### config.mk
export PLATFORM = sky130hd
export DESIGN_NAME = pwc_startup
export DESIGN_NICKNAME = d
export VERILOG_FILES = /design/src/pwc_pkg.sv /design/src/pwc_otp_store.sv /design/src/pwc_startup.sv
export SDC_FILE = /design/constraint.sdc
export NUM_CORES = 2
export LEC_CHECK = 0
export BUFFER_PORTS_ARGS = -buffer_cell sky130_fd_sc_hd__buf_2
export CAP_MARGIN = 20
export CORE_MARGIN = 4
export CORE_UTILIZATION = 55
export DETAILED_ROUTE_END_ITERATION = 6
export PLACE_DENSITY = 0.72
export SLEW_MARGIN = 20
export SYNTH_ARGS = -nofsm -noshare
export SYNTH_HDL_FRONTEND = slang
export SYNTH_SLANG_ARGS = --single-unit
### constraint.sdc
create_clock -name clk_in -period 17.3 [get_ports clk_in]
set_clock_uncertainty 0.1 [all_clocks]
set_input_delay 1.73 -clock clk_in [delete_from_list [all_inputs] [get_ports clk_in]]
set_output_delay 1.73 -clock clk_in [all_outputs]
set_load 0.05 [all_outputs]
### src/pwc_pkg.sv
// Constants, types and helper functions for the power controller start-up block.
// Assumes a 200 MHz core clock; only the start-up module uses these items, naming them as pwc_pkg::name.
package pwc_pkg;

  // Timing
  localparam int CLK_MHZ = 200;
  localparam int SHUT_TIME_US = 100;
  localparam int SHUT_CYC = SHUT_TIME_US * CLK_MHZ;

  // Register space: 32 writable bytes, then read-only feedback
  localparam int NREG = 32;
  localparam logic [5:0] REG_ALWAYS_ON = 6'h00;
  localparam logic [5:0] REG_GPIO_EN = 6'h01;
  localparam logic [5:0] REG_HOST_EN = 6'h02;
  localparam logic [5:0] REG_FREQ = 6'h03;
  localparam logic [5:0] REG_SYNC = 6'h04;
  localparam logic [5:0] REG_GPIO_MODE = 6'h05;
  localparam logic [5:0] REG_MISC = 6'h08;
  localparam logic [5:0] REG_CH_BASE = 6'h10;
  localparam logic [5:0] RO_FAULT = 6'h20;
  localparam logic [5:0] RO_MEAS = 6'h21;
  localparam logic [5:0] CMD_RESTART = 6'h3F;

  // Per-channel block: four bytes per channel from REG_CH_BASE
  localparam int CH_TARGET = 0;
  localparam int CH_DELAY = 1;
  localparam int CH_SLOPE = 2;
  localparam int CH_STOP = 3;

  // Fields of REG_MISC
  localparam int MISC_SERIAL_USE = 0;
  localparam int MISC_STBY_5V = 1;
  localparam int MISC_STBY_SRC = 2;
  localparam int MISC_STBY_GPIO = 4;
  localparam int MISC_STBY_HOST = 7;

  // Fault input bit positions
  localparam int FLT_OCP = 0;
  localparam int FLT_OVP = 1;
  localparam int FLT_TEMP = 2;

  // Modulator period is four times the frequency code in clock cycles
  localparam logic [7:0] FREQ_MIN = 8'h22;
  localparam logic [7:0] FREQ_MAX = 8'hA6;

  typedef enum logic [1:0] {
    SYNC_ALONE = 2'b00,
    SYNC_MASTER = 2'b01,
    SYNC_SLAVE = 2'b10
  } pwc_sync_t;

  typedef enum logic [1:0] {
    STBY_BY_ENABLE = 2'b00,
    STBY_BY_GPIO = 2'b01,
    STBY_BY_HOST = 2'b10
  } pwc_stby_t;

  typedef enum logic [2:0] {
    GM_INPUT = 3'b000,
    GM_OCP = 3'b001,
    GM_OVP = 3'b010,
    GM_TEMP = 3'b011,
    GM_SSTART = 3'b100,
    GM_PGOOD = 3'b101,
    GM_COMMON_EN = 3'b110
  } pwc_gmode_t;

  typedef enum logic [2:0] {
    ST_LOAD = 3'b000,
    ST_IDLE = 3'b001,
    ST_READY = 3'b010,
    ST_SHUT = 3'b011
  } pwc_mode_t;

  typedef enum logic [2:0] {
    CS_OFF = 3'b000,
    CS_DELAY = 3'b001,
    CS_RAMP = 3'b010,
    CS_ON = 3'b011,
    CS_STOP = 3'b100
  } pwc_chst_t;

  // Checksum byte update, polynomial x^8+x^2+x+1
  function automatic logic [7:0] crc8(input logic [7:0] c, input logic [7:0] b);
    logic [7:0] r;
    r = c ^ b;
    for (int i = 0; i < 8; i++) begin
      r = r[7] ? ((r << 1) ^ 8'h07) : (r << 1);
    end
    return r;
  endfunction : crc8

endpackage : pwc_pkg

### src/pwc_otp_store.sv
// One-time-programmable configuration store with registered read data.
// Assumes programming strobes come from logic on the same clock.
`timescale 1ns/1ps
module pwc_otp_store #(
  parameter int DEPTH = 32,
  parameter int AW = 5
) (
  // Clock
  input wire logic clk_in,
  // Programming port
  input wire logic prog_en_in,
  input wire logic [AW-1:0] prog_addr_in,
  input wire logic [7:0] prog_data_in,
  // Read port
  input wire logic [AW-1:0] rd_addr_in,
  output logic [7:0] rd_data_out
);

  // Unprogrammed fuses read as zero
  logic [7:0] mem_q [DEPTH] = '{default: 8'h00};

  // Programming can only set bits, never clear them
  always_ff @(posedge clk_in) begin
    if (prog_en_in) begin
      mem_q[prog_addr_in] <= mem_q[prog_addr_in] | prog_data_in;
    end
    rd_data_out <= mem_q[rd_addr_in];
  end
endmodule : pwc_otp_store

### src/pwc_startup.sv
// Start-up, configuration and channel enable logic of a four-channel buck controller.
// Assumes the serial bus engine and analog monitors run on clk_in; pins are synchronised here.
`timescale 1ns/1ps
module pwc_startup #(
  parameter int SD_CYC = pwc_pkg::SHUT_CYC
) (
  // Clock and reset
  input wire logic clk_in,
  input wire logic rstn_in,
  // Pins
  input wire logic enable_in,
  input wire logic sync_clk_in,
  input wire logic [5:0] gpio_in,
  output logic [5:0] gpio_out,
  output logic [5:0] gpio_oe_n_out,
  output logic sync_clk_out,
  // Monitors
  input wire logic [7:0] fault_in,
  input wire logic [31:0] meas_in,
  // Host commands from the serial engine
  input wire logic cmd_valid_in,
  input wire logic cmd_write_in,
  input wire logic [5:0] cmd_reg_in,
  input wire logic [7:0] cmd_data_in,
  input wire logic cmd_pec_en_in,
  input wire logic [7:0] cmd_pec_in,
  output logic addr_ack_out,
  output logic rsp_valid_out,
  output logic rsp_err_out,
  output logic [7:0] rsp_data_out,
  output logic [7:0] rsp_pec_out,
  // Store programming
  input wire logic prog_en_in,
  input wire logic [4:0] prog_addr_in,
  input wire logic [7:0] prog_data_in,
  // Status and channel control
  output logic ready_out,
  output logic [3:0] ch_en_out,
  output logic [31:0] setpoint_out,
  output logic [3:0] phase_out,
  output logic stby_en_out,
  output logic stby_5v_out
);

  localparam int LCW = $clog2(SD_CYC + 1);

  typedef struct packed {
    pwc_pkg::pwc_mode_t fsm;
    logic en_s1;
    logic en_s2;
    logic [5:0] gp_s1;
    logic [5:0] gp_s2;
    logic sy_s1;
    logic sy_s2;
    logic sy_d;
    logic [LCW-1:0] low_cnt;
    logic [5:0] ld_cnt;
    logic ld_v;
    logic [4:0] ld_idx;
    logic [31:0][7:0] regs;
    logic [9:0] per;
    logic [3:0][2:0] cs;
    logic [3:0][7:0] dly;
    logic [3:0][7:0] sp;
    logic ready;
    logic [3:0] ch_en;
    logic [3:0] phase;
    logic sync_o;
    logic [5:0] gpo;
    logic [5:0] gpoe_n;
    logic stby_en;
    logic stby_5v;
    logic rsp_v;
    logic rsp_err;
    logic [7:0] rsp_d;
    logic [7:0] rsp_pec;
  } pwc_st_t;

  pwc_st_t q;
  pwc_st_t d;
  logic [7:0] otp_rdata;
  logic [7:0] code_w;
  logic tick_w;
  logic ce_any_w;
  logic [3:0] req_w;
  logic pec_bad_w;

  // Configuration store, read by the loader
  pwc_otp_store #(.DEPTH(pwc_pkg::NREG), .AW(5)) u_store (
    .clk_in(clk_in),
    .prog_en_in(prog_en_in),
    .prog_addr_in(prog_addr_in),
    .prog_data_in(prog_data_in),
    .rd_addr_in(q.ld_cnt[4:0]),
    .rd_data_out(otp_rdata)
  );

  // Next-state logic
  always_comb begin
    logic [7:0] mode_b;
    logic [2:0] gm;
    logic serial_pin;
    logic ce_lvl;
    logic sstart;
    logic pgood;
    logic anyon;
    logic [7:0] tgt;
    logic [7:0] slp;
    logic [7:0] stp;
    logic [7:0] rdat;
    logic [7:0] pec;
    logic [9:0] reload;
    logic restart;
    logic bad;
    mode_b = 8'h00;
    gm = 3'b000;
    serial_pin = 1'b0;
    ce_lvl = 1'b0;
    sstart = 1'b0;
    pgood = 1'b1;
    anyon = 1'b0;
    tgt = 8'h00;
    slp = 8'h00;
    stp = 8'h00;
    rdat = 8'h00;
    pec = 8'h00;
    restart = 1'b0;
    bad = 1'b0;
    reload = 10'h000;
    d = q;
    ce_any_w = 1'b0;
    req_w = 4'h0;
    pec_bad_w = 1'b0;

    // Pin synchronisers
    d.en_s1 = enable_in;
    d.en_s2 = q.en_s1;
    d.gp_s1 = gpio_in;
    d.gp_s2 = q.gp_s1;
    d.sy_s1 = sync_clk_in;
    d.sy_s2 = q.sy_s1;
    d.sy_d = q.sy_s2;

    // Frequency code held inside its legal range
    code_w = q.regs[pwc_pkg::REG_FREQ];
    if (code_w < pwc_pkg::FREQ_MIN) begin
      code_w = pwc_pkg::FREQ_MIN;
    end else if (code_w > pwc_pkg::FREQ_MAX) begin
      code_w = pwc_pkg::FREQ_MAX;
    end
    reload = {code_w, 2'b00} - 10'h001;

    // Modulator period counter; a slave restarts on the external edge
    tick_w = (q.per == 10'h000);
    if (q.regs[pwc_pkg::REG_SYNC][1:0] == pwc_pkg::SYNC_SLAVE && q.sy_s2 && !q.sy_d) begin
      d.per = reload;
    end else if (tick_w) begin
      d.per = reload;
    end else begin
      d.per = q.per - 10'h001;
    end
    for (int k = 0; k < 4; k++) begin
      d.phase[k] = (q.per == 10'(k * code_w));
    end
    d.sync_o = (q.regs[pwc_pkg::REG_SYNC][1:0] == pwc_pkg::SYNC_MASTER) &&
               (q.per < {1'b0, code_w, 1'b0});

    // Enable low-time counter
    if (q.en_s2) begin
      d.low_cnt = '0;
    end else if (q.low_cnt != LCW'(SD_CYC)) begin
      d.low_cnt = q.low_cnt + LCW'(1);
    end

    // Host command: read-only feedback and writable control
    if (q.fsm == pwc_pkg::ST_READY && cmd_valid_in) begin
      if (cmd_write_in) begin
        pec = pwc_pkg::crc8(pwc_pkg::crc8(8'h00, {2'b00, cmd_reg_in}), cmd_data_in);
        bad = cmd_pec_en_in && (pec != cmd_pec_in);
        pec_bad_w = bad;
        if (!bad && cmd_reg_in < 6'(pwc_pkg::NREG)) begin
          d.regs[cmd_reg_in[4:0]] = cmd_data_in;
        end else if (!bad && cmd_reg_in == pwc_pkg::CMD_RESTART) begin
          restart = 1'b1;
        end else begin
          bad = 1'b1;
        end
        d.rsp_d = 8'h00;
      end else begin
        if (cmd_reg_in < 6'(pwc_pkg::NREG)) begin
          rdat = q.regs[cmd_reg_in[4:0]];
        end else if (cmd_reg_in == pwc_pkg::RO_FAULT) begin
          rdat = fault_in;
        end else if (cmd_reg_in >= pwc_pkg::RO_MEAS && cmd_reg_in < pwc_pkg::RO_MEAS + 6'h04) begin
          rdat = meas_in[8 * (cmd_reg_in - pwc_pkg::RO_MEAS) +: 8];
        end else begin
          bad = 1'b1;
        end
        d.rsp_d = rdat;
      end
      d.rsp_pec = pwc_pkg::crc8(pwc_pkg::crc8(8'h00, {2'b00, cmd_reg_in}),
                                cmd_write_in ? cmd_data_in : rdat);
      d.rsp_v = 1'b1;
      d.rsp_err = bad;
    end else begin
      d.rsp_v = 1'b0;
      d.rsp_err = 1'b0;
    end

    // Start-up sequence
    case (q.fsm)
      pwc_pkg::ST_LOAD: begin
        if (q.ld_v) begin
          d.regs[q.ld_idx] = otp_rdata;
        end
        d.ld_v = 1'b0;
        if (q.ld_cnt < 6'(pwc_pkg::NREG)) begin
          d.ld_v = 1'b1;
          d.ld_idx = q.ld_cnt[4:0];
          d.ld_cnt = q.ld_cnt + 6'h01;
        end else if (!q.ld_v) begin
          d.fsm = pwc_pkg::ST_IDLE;
        end
      end
      pwc_pkg::ST_IDLE: begin
        if (q.en_s2) begin
          d.fsm = pwc_pkg::ST_READY;
        end else if (q.low_cnt == LCW'(SD_CYC)) begin
          d.fsm = pwc_pkg::ST_SHUT;
        end
      end
      pwc_pkg::ST_READY: begin
        if (q.low_cnt == LCW'(SD_CYC)) begin
          d.fsm = pwc_pkg::ST_SHUT;
        end
      end
      pwc_pkg::ST_SHUT: begin
        if (q.en_s2) begin
          restart = 1'b1;
        end
      end
      default: begin
        restart = 1'b1;
      end
    endcase
    if (restart) begin
      d.fsm = pwc_pkg::ST_LOAD;
      d.ld_cnt = 6'h00;
      d.ld_v = 1'b0;
    end

    // GPIO modes, common enable and shared serial pins
    for (int i = 0; i < 6; i++) begin
      mode_b = q.regs[int'(pwc_pkg::REG_GPIO_MODE) + i / 2];
      gm = (i % 2 == 1) ? mode_b[6:4] : mode_b[2:0];
      serial_pin = q.regs[pwc_pkg::REG_MISC][pwc_pkg::MISC_SERIAL_USE] && i >= 4;
      if (!serial_pin && gm == pwc_pkg::GM_COMMON_EN) begin
        ce_any_w = 1'b1;
        ce_lvl = ce_lvl | q.gp_s2[i];
      end
    end

    // Channel requests
    for (int k = 0; k < 4; k++) begin
      req_w[k] = q.regs[pwc_pkg::REG_ALWAYS_ON][k] |
                 (q.regs[pwc_pkg::REG_GPIO_EN][k] & q.gp_s2[k]) |
                 q.regs[pwc_pkg::REG_HOST_EN][k];
      if (ce_any_w) begin
        req_w[k] = ce_lvl;
      end
    end

    // Channel sequencers, each with its own delay, slope and stop level
    for (int k = 0; k < 4; k++) begin
      tgt = q.regs[int'(pwc_pkg::REG_CH_BASE) + 4 * k + pwc_pkg::CH_TARGET];
      slp = q.regs[int'(pwc_pkg::REG_CH_BASE) + 4 * k + pwc_pkg::CH_SLOPE];
      stp = q.regs[int'(pwc_pkg::REG_CH_BASE) + 4 * k + pwc_pkg::CH_STOP];
      if (stp > tgt) begin
        stp = tgt;
      end
      // Leaving READY by shutdown or restart drops channels on the same edge as ready
      if (q.fsm != pwc_pkg::ST_READY || d.fsm != pwc_pkg::ST_READY) begin
        d.cs[k] = pwc_pkg::CS_OFF;
        d.sp[k] = 8'h00;
      end else begin
        case (q.cs[k])
          pwc_pkg::CS_OFF: begin
            if (req_w[k]) begin
              d.cs[k] = pwc_pkg::CS_DELAY;
              d.dly[k] = q.regs[int'(pwc_pkg::REG_CH_BASE) + 4 * k + pwc_pkg::CH_DELAY];
            end
          end
          pwc_pkg::CS_DELAY: begin
            if (!req_w[k]) begin
              d.cs[k] = pwc_pkg::CS_STOP;
            end else if (tick_w && q.dly[k] == 8'h00) begin
              d.cs[k] = pwc_pkg::CS_RAMP;
            end else if (tick_w) begin
              d.dly[k] = q.dly[k] - 8'h01;
            end
          end
          pwc_pkg::CS_RAMP: begin
            if (!req_w[k]) begin
              d.cs[k] = pwc_pkg::CS_STOP;
            end else if (q.sp[k] >= tgt) begin
              d.sp[k] = tgt;
              d.cs[k] = pwc_pkg::CS_ON;
            end else if (tick_w) begin
              d.sp[k] = (tgt - q.sp[k] > slp) ? q.sp[k] + slp : tgt;
            end
          end
          pwc_pkg::CS_ON: begin
            d.sp[k] = tgt;
            if (!req_w[k]) begin
              d.cs[k] = pwc_pkg::CS_STOP;
            end
          end
          pwc_pkg::CS_STOP: begin
            if (q.sp[k] <= stp) begin
              d.sp[k] = 8'h00;
              d.cs[k] = pwc_pkg::CS_OFF;
            end else if (tick_w) begin
              d.sp[k] = (q.sp[k] - stp > slp) ? q.sp[k] - slp : stp;
            end
          end
          default: begin
            d.cs[k] = pwc_pkg::CS_OFF;
          end
        endcase
      end
      d.ch_en[k] = (d.cs[k] != pwc_pkg::CS_OFF);
      sstart = sstart | (q.cs[k] == pwc_pkg::CS_DELAY) | (q.cs[k] == pwc_pkg::CS_RAMP);
      pgood = pgood & (q.cs[k] == pwc_pkg::CS_ON || q.cs[k] == pwc_pkg::CS_OFF);
      anyon = anyon | (q.cs[k] == pwc_pkg::CS_ON);
    end

    // GPIO outputs; output enable low while driving
    for (int i = 0; i < 6; i++) begin
      mode_b = q.regs[int'(pwc_pkg::REG_GPIO_MODE) + i / 2];
      gm = (i % 2 == 1) ? mode_b[6:4] : mode_b[2:0];
      serial_pin = q.regs[pwc_pkg::REG_MISC][pwc_pkg::MISC_SERIAL_USE] && i >= 4;
      d.gpoe_n[i] = 1'b0;
      case (gm)
        pwc_pkg::GM_OCP: d.gpo[i] = fault_in[pwc_pkg::FLT_OCP];
        pwc_pkg::GM_OVP: d.gpo[i] = fault_in[pwc_pkg::FLT_OVP];
        pwc_pkg::GM_TEMP: d.gpo[i] = fault_in[pwc_pkg::FLT_TEMP];
        pwc_pkg::GM_SSTART: d.gpo[i] = sstart;
        pwc_pkg::GM_PGOOD: d.gpo[i] = pgood & anyon;
        default: begin
          d.gpo[i] = 1'b0;
          d.gpoe_n[i] = 1'b1;
        end
      endcase
      if (serial_pin) begin
        d.gpo[i] = 1'b0;
        d.gpoe_n[i] = 1'b1;
      end
    end

    // Standby regulator level and switch source
    mode_b = q.regs[pwc_pkg::REG_MISC];
    d.stby_5v = mode_b[pwc_pkg::MISC_STBY_5V];
    case (mode_b[pwc_pkg::MISC_STBY_SRC +: 2])
      pwc_pkg::STBY_BY_ENABLE: d.stby_en = q.en_s2;
      pwc_pkg::STBY_BY_GPIO: begin
        d.stby_en = 1'({2'b00, q.gp_s2} >> mode_b[pwc_pkg::MISC_STBY_GPIO +: 3]);
      end
      pwc_pkg::STBY_BY_HOST: d.stby_en = mode_b[pwc_pkg::MISC_STBY_HOST];
      default: d.stby_en = 1'b0;
    endcase

    d.ready = (d.fsm == pwc_pkg::ST_READY);
  end

  // State register
  always_ff @(posedge clk_in or negedge rstn_in) begin
    if (!rstn_in) begin
      q <= '0;
      q.gpoe_n <= 6'h3F;
    end else begin
      q <= d;
    end
  end

  // Outputs straight from the state register
  assign ready_out = q.ready;
  assign addr_ack_out = q.ready;
  assign rsp_valid_out = q.rsp_v;
  assign rsp_err_out = q.rsp_err;
  assign rsp_data_out = q.rsp_d;
  assign rsp_pec_out = q.rsp_pec;
  assign ch_en_out = q.ch_en;
  assign setpoint_out = q.sp;
  assign phase_out = q.phase;
  assign sync_clk_out = q.sync_o;
  assign gpio_out = q.gpo;
  assign gpio_oe_n_out = q.gpoe_n;
  assign stby_en_out = q.stby_en;
  assign stby_5v_out = q.stby_5v;
endmodule : pwc_startup

# Yosys cells after proc, flatten, opt, wreduce, memory -nomap -nowiden
# Memories as Yosys holds them, arrays and structs flattened. A register that Yosys moved wholly into a read port is not among the register bits.
# Index checks and enable logic that the tools add are counted.
[word_totals]
output_inout_bits = 75
ramBits = 256
romBits = 0
register_bits = 431
latchBits = 0
n_memories = 1
[classes]
mul = 1
eq_ne = 98
n_div = 0
add_sub_neg = 25
bitwise_logic = 56
magnitude_cmp = 31
n_mux = 199
n_shift = 2
reduce_logical = 67
[memory_table]
columns = ["name", "words", "width", "read_ports", "rd_ports_with_merged_regs", "write_ports", "line_no", "source"]
rows = [
  ["u_store.mem_q", 32, 8, 2, 1, 1, "pwc_otp_store.sv:20", "logic [7:0] mem_q [DEPTH] = '{default: 8'h00};"],
]
[op_table]
columns = ["cell", "n"]
rows = [
  ["$mux W256", 4],
  ["$bwmux W256", 2],
  ["$mux W8", 63],
  ["$mux W268", 1],
  ["$mux W3", 59],
  ["$gt A8 B8 Y1", 12],
  ["$pmux W8 S3", 4],
  ["$sub A8 B8 Y8", 12],
  ["$demux W8 S5", 2],
  ["$eq A3 B2 Y1 const B", 23],
  ["$eq A3 B3 Y1 const B", 22],
  ["$pmux W8 S2", 4],
  ["$not A3 Y3", 21],
  ["$pmux W3 S5", 4],
  ["$bmux W8 S5", 1],
  ["$mux W1", 39],
  ["$eq A3 B1 Y1 const B", 11],
  ["$shiftx A32 B33 Y8", 1],
  ["$add A8 B8 Y8", 4],
  ["$ge A8 B8 Y1", 4],
  ["$le A8 B8 Y1", 4],
  ["$logic_not A8 Y1", 4],
  ["$ne A2 B2 Y1 const B", 16],
  ["$ne A4 B4 Y1 const B", 8],
  ["53 further kinds", 154],
]

# Depth between registers and ports, before layout
[logic_depth]
ltp_word = 43
depth_mapped = 30
mapped_depth_nobuf = 29

# Hierarchy
# A second synthesis with hierarchy kept.
[hier_totals]
hier_cells = 4425
area_unflattened_um2 = 46146.8
[by_module_without_submodules]
columns = ["module", "area_per_inst_um2", "n_inst", "cells_per_inst"]
rows = [
  ["pwc_startup", 33917.5, 1, 3781],
  ["pwc_otp_store", 12229.2, 1, 644],
]

# Worst setup path after synthesis
# No wires, ideal clock.
[synth_timing]
path_type = "input -> register"
startpoint = "input port cmd_reg_in[1]"
endpoint = "register q[168] in the netlist's numbering"
path_stages = 16
path_slack_ns = 11.480
arrival_time_ns = 5.583
required_ns = 17.063
path_cell_list = "buf_2 buf_2 buf_2 clkinv_1 ha_1 buf_4 xnor2_2 xnor2_4 xnor2_2 o311a_1 o41a_1 nor4_4 buf_6 nand4_4 mux2i_1 a21oi_1"
[synth_lines]
columns = ["element", "line_no", "source"]
rows = [
  ["start: declaration", "pwc_startup.sv:23", "input wire logic [5:0] cmd_reg_in,"],
  ["end: declaration", "pwc_startup.sv:79", "pwc_st_t q;"],
]

# Worst setup path after layout
[layout_timing]
startpoint = "register q[289] in the netlist's numbering"
endpoint = "register q (netlist bit setpoint_out[8])"
[layout_via]
elab_chain_len = 9
[layout_rtl]
columns = ["element", "line_no", "source"]
rows = [
  ["$gt A8 B8 Y1", "pwc_startup.sv:278", "if (stp > tgt) begin"],
  ["$mux W8", "pwc_startup.sv:278", ""],
  ["$sub A8 B8 Y8", "pwc_startup.sv:323", "d.sp[k] = (q.sp[k] - stp > slp) ? q.sp[k] - slp : stp;"],
  ["$gt A8 B8 Y1", "pwc_startup.sv:323", ""],
  ["$mux W8", "pwc_startup.sv:323", ""],
  ["$mux W8", "pwc_startup.sv:322", "end else if (tick_w) begin"],
  ["$mux W8", "pwc_startup.sv:319", "if (q.sp[k] <= stp) begin"],
  ["$pmux W8 S3", "pwc_startup.sv:286", "case (q.cs[k])"],
  ["$mux W8", "pwc_startup.sv:282", "if (q.fsm != pwc_pkg::ST_READY || d.fsm != pwc_pkg::ST_READY) begin"],
]
# Parallel ways exist; a longest one is shown, timed or not. The select of a mux whose other input is x is not followed.
# A chain may end at the register's enable or synchronous reset.

==> impl_metrics.tcl <==
set metrics [dict create \
    number_of_nets_at_the_end_of_the_flow 4652 \
    timing.final.crit_share_pct 39.0 \
    initial_antenna_violation_count 3 \
    route.vias.total 34493 \
    postRouteWirelength_um 133000 \
    postSynth.topFlopCell "sky130_fd_sc_hd__dfrtp_1" \
    critical_path.startpoint_type "register" \
    worstPathArrival_ps 7130 \
    cts.repair.resized 0 \
    floorplan.io_pins 164 \
    synth-edff-count 256 \
    cap_viol_max_count 0 \
    overflow 0 \
    placement.setup.worst_slack_ps 10280 \
    cts.sink_count 695 \
    timing.critical_path.to_type "register" \
    track_usage_pct 29.5 \
    layout_cells_sized_above_1_pct 15.3 \
    postSynthNetCount 4675 \
    post-synth-top-count-cell "sky130_fd_sc_hd__dfrtp_1" \
    timing.reg2reg.worst_path_depth 25 \
    initialDrtViolationCount 3297 \
    yosysTopAreaCell "sky130_fd_sc_hd__dfrtp_1" \
    floorplan.rows 105 \
    hp-start "d[426]$_DFF_PN0_" \
    path_clk_slew_ps 60 \
    criticalPathCategory "reg2reg" \
    floorplan.initialDensity_pct 55.8 \
    post_synth_most_frequent_cells "sky130_fd_sc_hd__dfrtp_1 (425), sky130_fd_sc_hd__nor2_1 (410), sky130_fd_sc_hd__a21oi_1 (397), sky130_fd_sc_hd__mux2i_1 (357), sky130_fd_sc_hd__ha_1 (265)" \
    post-route-min-period_ps 6750 \
    worst_slack_ps 10550 \
    global_route_wire_length_before_repair_um 204000 \
    timing_max_transition_violations_final 0 \
    synth_async_sr_flop_share_pct 62.0 \
    synth_cell_types 92 \
    worstMarginPinSlew_ps 1170 \
    clock.fmax_mhz 148 \
    syn_avg_cell_area_um2 10.7 \
    number_of_instances_in_the_synthesized_netlist 4304 \
    synth_seq_cells 695 \
    clock_latency_ps 650 \
    timing.hold.worst_endpoint "q[426]$_DFF_PN0_" \
    synthesis.area_um2 46100 \
    cpPeakStageDelay_ps 790 \
    max-vdd-ir-drop_mv 0.116 \
    grt_start_max_net_pins 96 \
    total_leakage_power_nw 21.9 \
    pwr_density_nw_per_um2 81.8 \
    hold_viol_final 0 \
    chipWidth_um 298 \
    crit-reg2reg-launch "q[289]$_DFF_PN0_" \
    hold_path_depth 0 \
    worstPathMaxFanout 8 \
    finalSetupViolations 0 \
    htree_num_levels 3 \
    crit_buf_inv 2 \
    crit_required_ps 17680 \
    detail_route.vias_per_cell 6.37 \
    rsz0062_at_grt "false" \
    synth_warnings 0 \
    timing.rr.end "setpoint_out[8]$_DFFE_PN0P_" \
    synthDominantCellAreaShare_pct 23.1 \
    areaGrowthSynthToFinish_pct 8.05 \
    vias_in_the_first_global_route 33903 \
    cts_setup_buffers 0 \
    tritoncts_clock_tree "done" \
    dp_hpwl_um 91800 \
    timing.reg2reg.setup_slack_ps 10550 \
    chipHeight_um 298 \
    place.port_buffers 163 \
    wl_per_cell_um 24.5 \
    critical_path.slowest_cell "sky130_fd_sc_hd__o21ai_1" \
    antenna_left 0 \
    place_congestion 0.968 \
    max_slew_headroom_pct 21.7 \
    cts_inserted_buffers 80 \
    cts_buffer_depth 3 \
    route.detailed.drc 0 \
    synth_seq_area_share_pct 40.4 \
    synth_area_leaders "sky130_fd_sc_hd__dfrtp_1 (23%), sky130_fd_sc_hd__edfxtp_1 (17%), sky130_fd_sc_hd__mux4_2 (9.9%), sky130_fd_sc_hd__mux2i_1 (7.8%), sky130_fd_sc_hd__ha_1 (7.2%)" \
    drtPass1Iterations 6 \
    std_cell_core_area_um2 82600 \
    class_of_the_worst_hold_path "reg2reg" \
    finalSetupTns_ps 0 \
    crit_family "compound AO/OA/AOI/OAI gates" \
    run_status "complete, no violations" \
    clock-root-buffer "sky130_fd_sc_hd__clkbuf_16" \
    cts.hold.buffers_added 0 \
    die-area_um2 88500 \
]
## stage by stage
stage | area (um2) | utilization [%] | power, mW | cells | hold WS [ps]
CTS | 49800 | 60.3 | 4.09 | 5416 | 250
global route | 49800 | 60.3 | 4.21 | 5417 | 252
finish | 49800 | 60.3 | 4.08 | 5417 | 245
global placement | 47100 | 57.0 | 2.36 | 5268 | 232
floorplan | 46100 | - | 2.20 | 4304 | 231
detailed placement | 47100 | 57.0 | 2.37 | 5269 | 238
## per-layer routing
layer	vias to the layer above	global-route usage (%)	wire, um
met5	-	0	12
met2	1583	48.3	63100
li1	15665	-	-
met1	16858	37.9	51300
met3	385	5.89	11000
met4	2	14.0	7280
## registers in the layout, indices dropped and copies added, names as in the netlist
| signal | cells |
|---|---|
| rsp_err_out | 1 |
| sync_clk_out | 1 |
| gpio_oe_n_out | 6 |
| rsp_data_out | 8 |
| rsp_pec_out | 8 |
| setpoint_out | 32 |
| stby_5v_out | 1 |
| u_store.mem_q | 256 |
| ch_en_out | 4 |
| stby_en_out | 1 |
| q | 347 |
| addr_ack_out | 1 |
| phase_out | 4 |
| rsp_valid_out | 1 |
| d | 10 |
| u_store.rd_data_out | 8 |
| gpio_out | 6 |
## power breakdown
part           switching [mW]  leakage (nW)  internal [mW]
clock                   0.720          1.31           1.01
sequential             0.0617          6.93           1.77
combinational           0.311          13.6          0.208
## how the worst max path moves through the flow
stage | start | endpoint | slack [ps] | cells past startpoint
floorplan | cmd_reg_in[1] | q[168]$_DFF_PN0_ | 11480 | 16
global placement | cmd_reg_in[3] | q[241]$_DFF_PN0_ | 10370 | 14
detailed placement | cmd_reg_in[3] | q[241]$_DFF_PN0_ | 10280 | 14
CTS | q[289]$_DFF_PN0_ | setpoint_out[8]$_DFFE_PN0P_ | 10690 | 25
global route | q[289]$_DFF_PN0_ | setpoint_out[14]$_DFFE_PN0P_ | 10230 | 25
finish | q[289]$_DFF_PN0_ | setpoint_out[8]$_DFFE_PN0P_ | 10550 | 25
## kinds of logic after synthesis
family          count (synthesis)  share of synthesized area [%]
compound gates                942                           12.3
other cells                     1                        0.00813
mux                           607                           18.8
buf+inv                       532                           5.11
flops                         695                           40.4
simple gates                 1049                           11.5
fa+ha+maj                     282                           7.93
xor+xnor                      196                           3.96
## final cells by class
cell class	instances	area (um2)
Antenna cell	1	2.50
Clock buffer	107	2240
Clock inverter	40	440
Fill cell	6582	32800
Inverter	212	796
Multi-Input combinational cell	3077	25100
Sequential cell	695	18600
Tap cell	1070	1340
Timing Repair Buffer	215	1230
## cells in the final DEF (no fill, tap or decap), types with 54 or more instances in the layout
master / netlist / final
sky130_fd_sc_hd__dfrtp_1: 425 / 423
sky130_fd_sc_hd__nor2_1: 410 / 410
sky130_fd_sc_hd__a21oi_1: 397 / 397
sky130_fd_sc_hd__mux2i_1: 357 / 357
sky130_fd_sc_hd__ha_1: 265 / 265
sky130_fd_sc_hd__edfxtp_1: 256 / 256
sky130_fd_sc_hd__nand2_1: 241 / 241
sky130_fd_sc_hd__inv_1: 209 / 209
sky130_fd_sc_hd__mux4_2: 203 / 203
sky130_fd_sc_hd__o21ai_0: 165 / 165
sky130_fd_sc_hd__buf_2: 22 / 159
sky130_fd_sc_hd__xnor2_1: 119 / 119
sky130_fd_sc_hd__clkbuf_16: 0 / 81
sky130_fd_sc_hd__a21o_1: 69 / 69
sky130_fd_sc_hd__nand3_1: 69 / 69
sky130_fd_sc_hd__xor2_1: 68 / 68
sky130_fd_sc_hd__nor3_1: 57 / 57
sky130_fd_sc_hd__buf_4: 78 / 54
(Power assumes the default switching activity.)
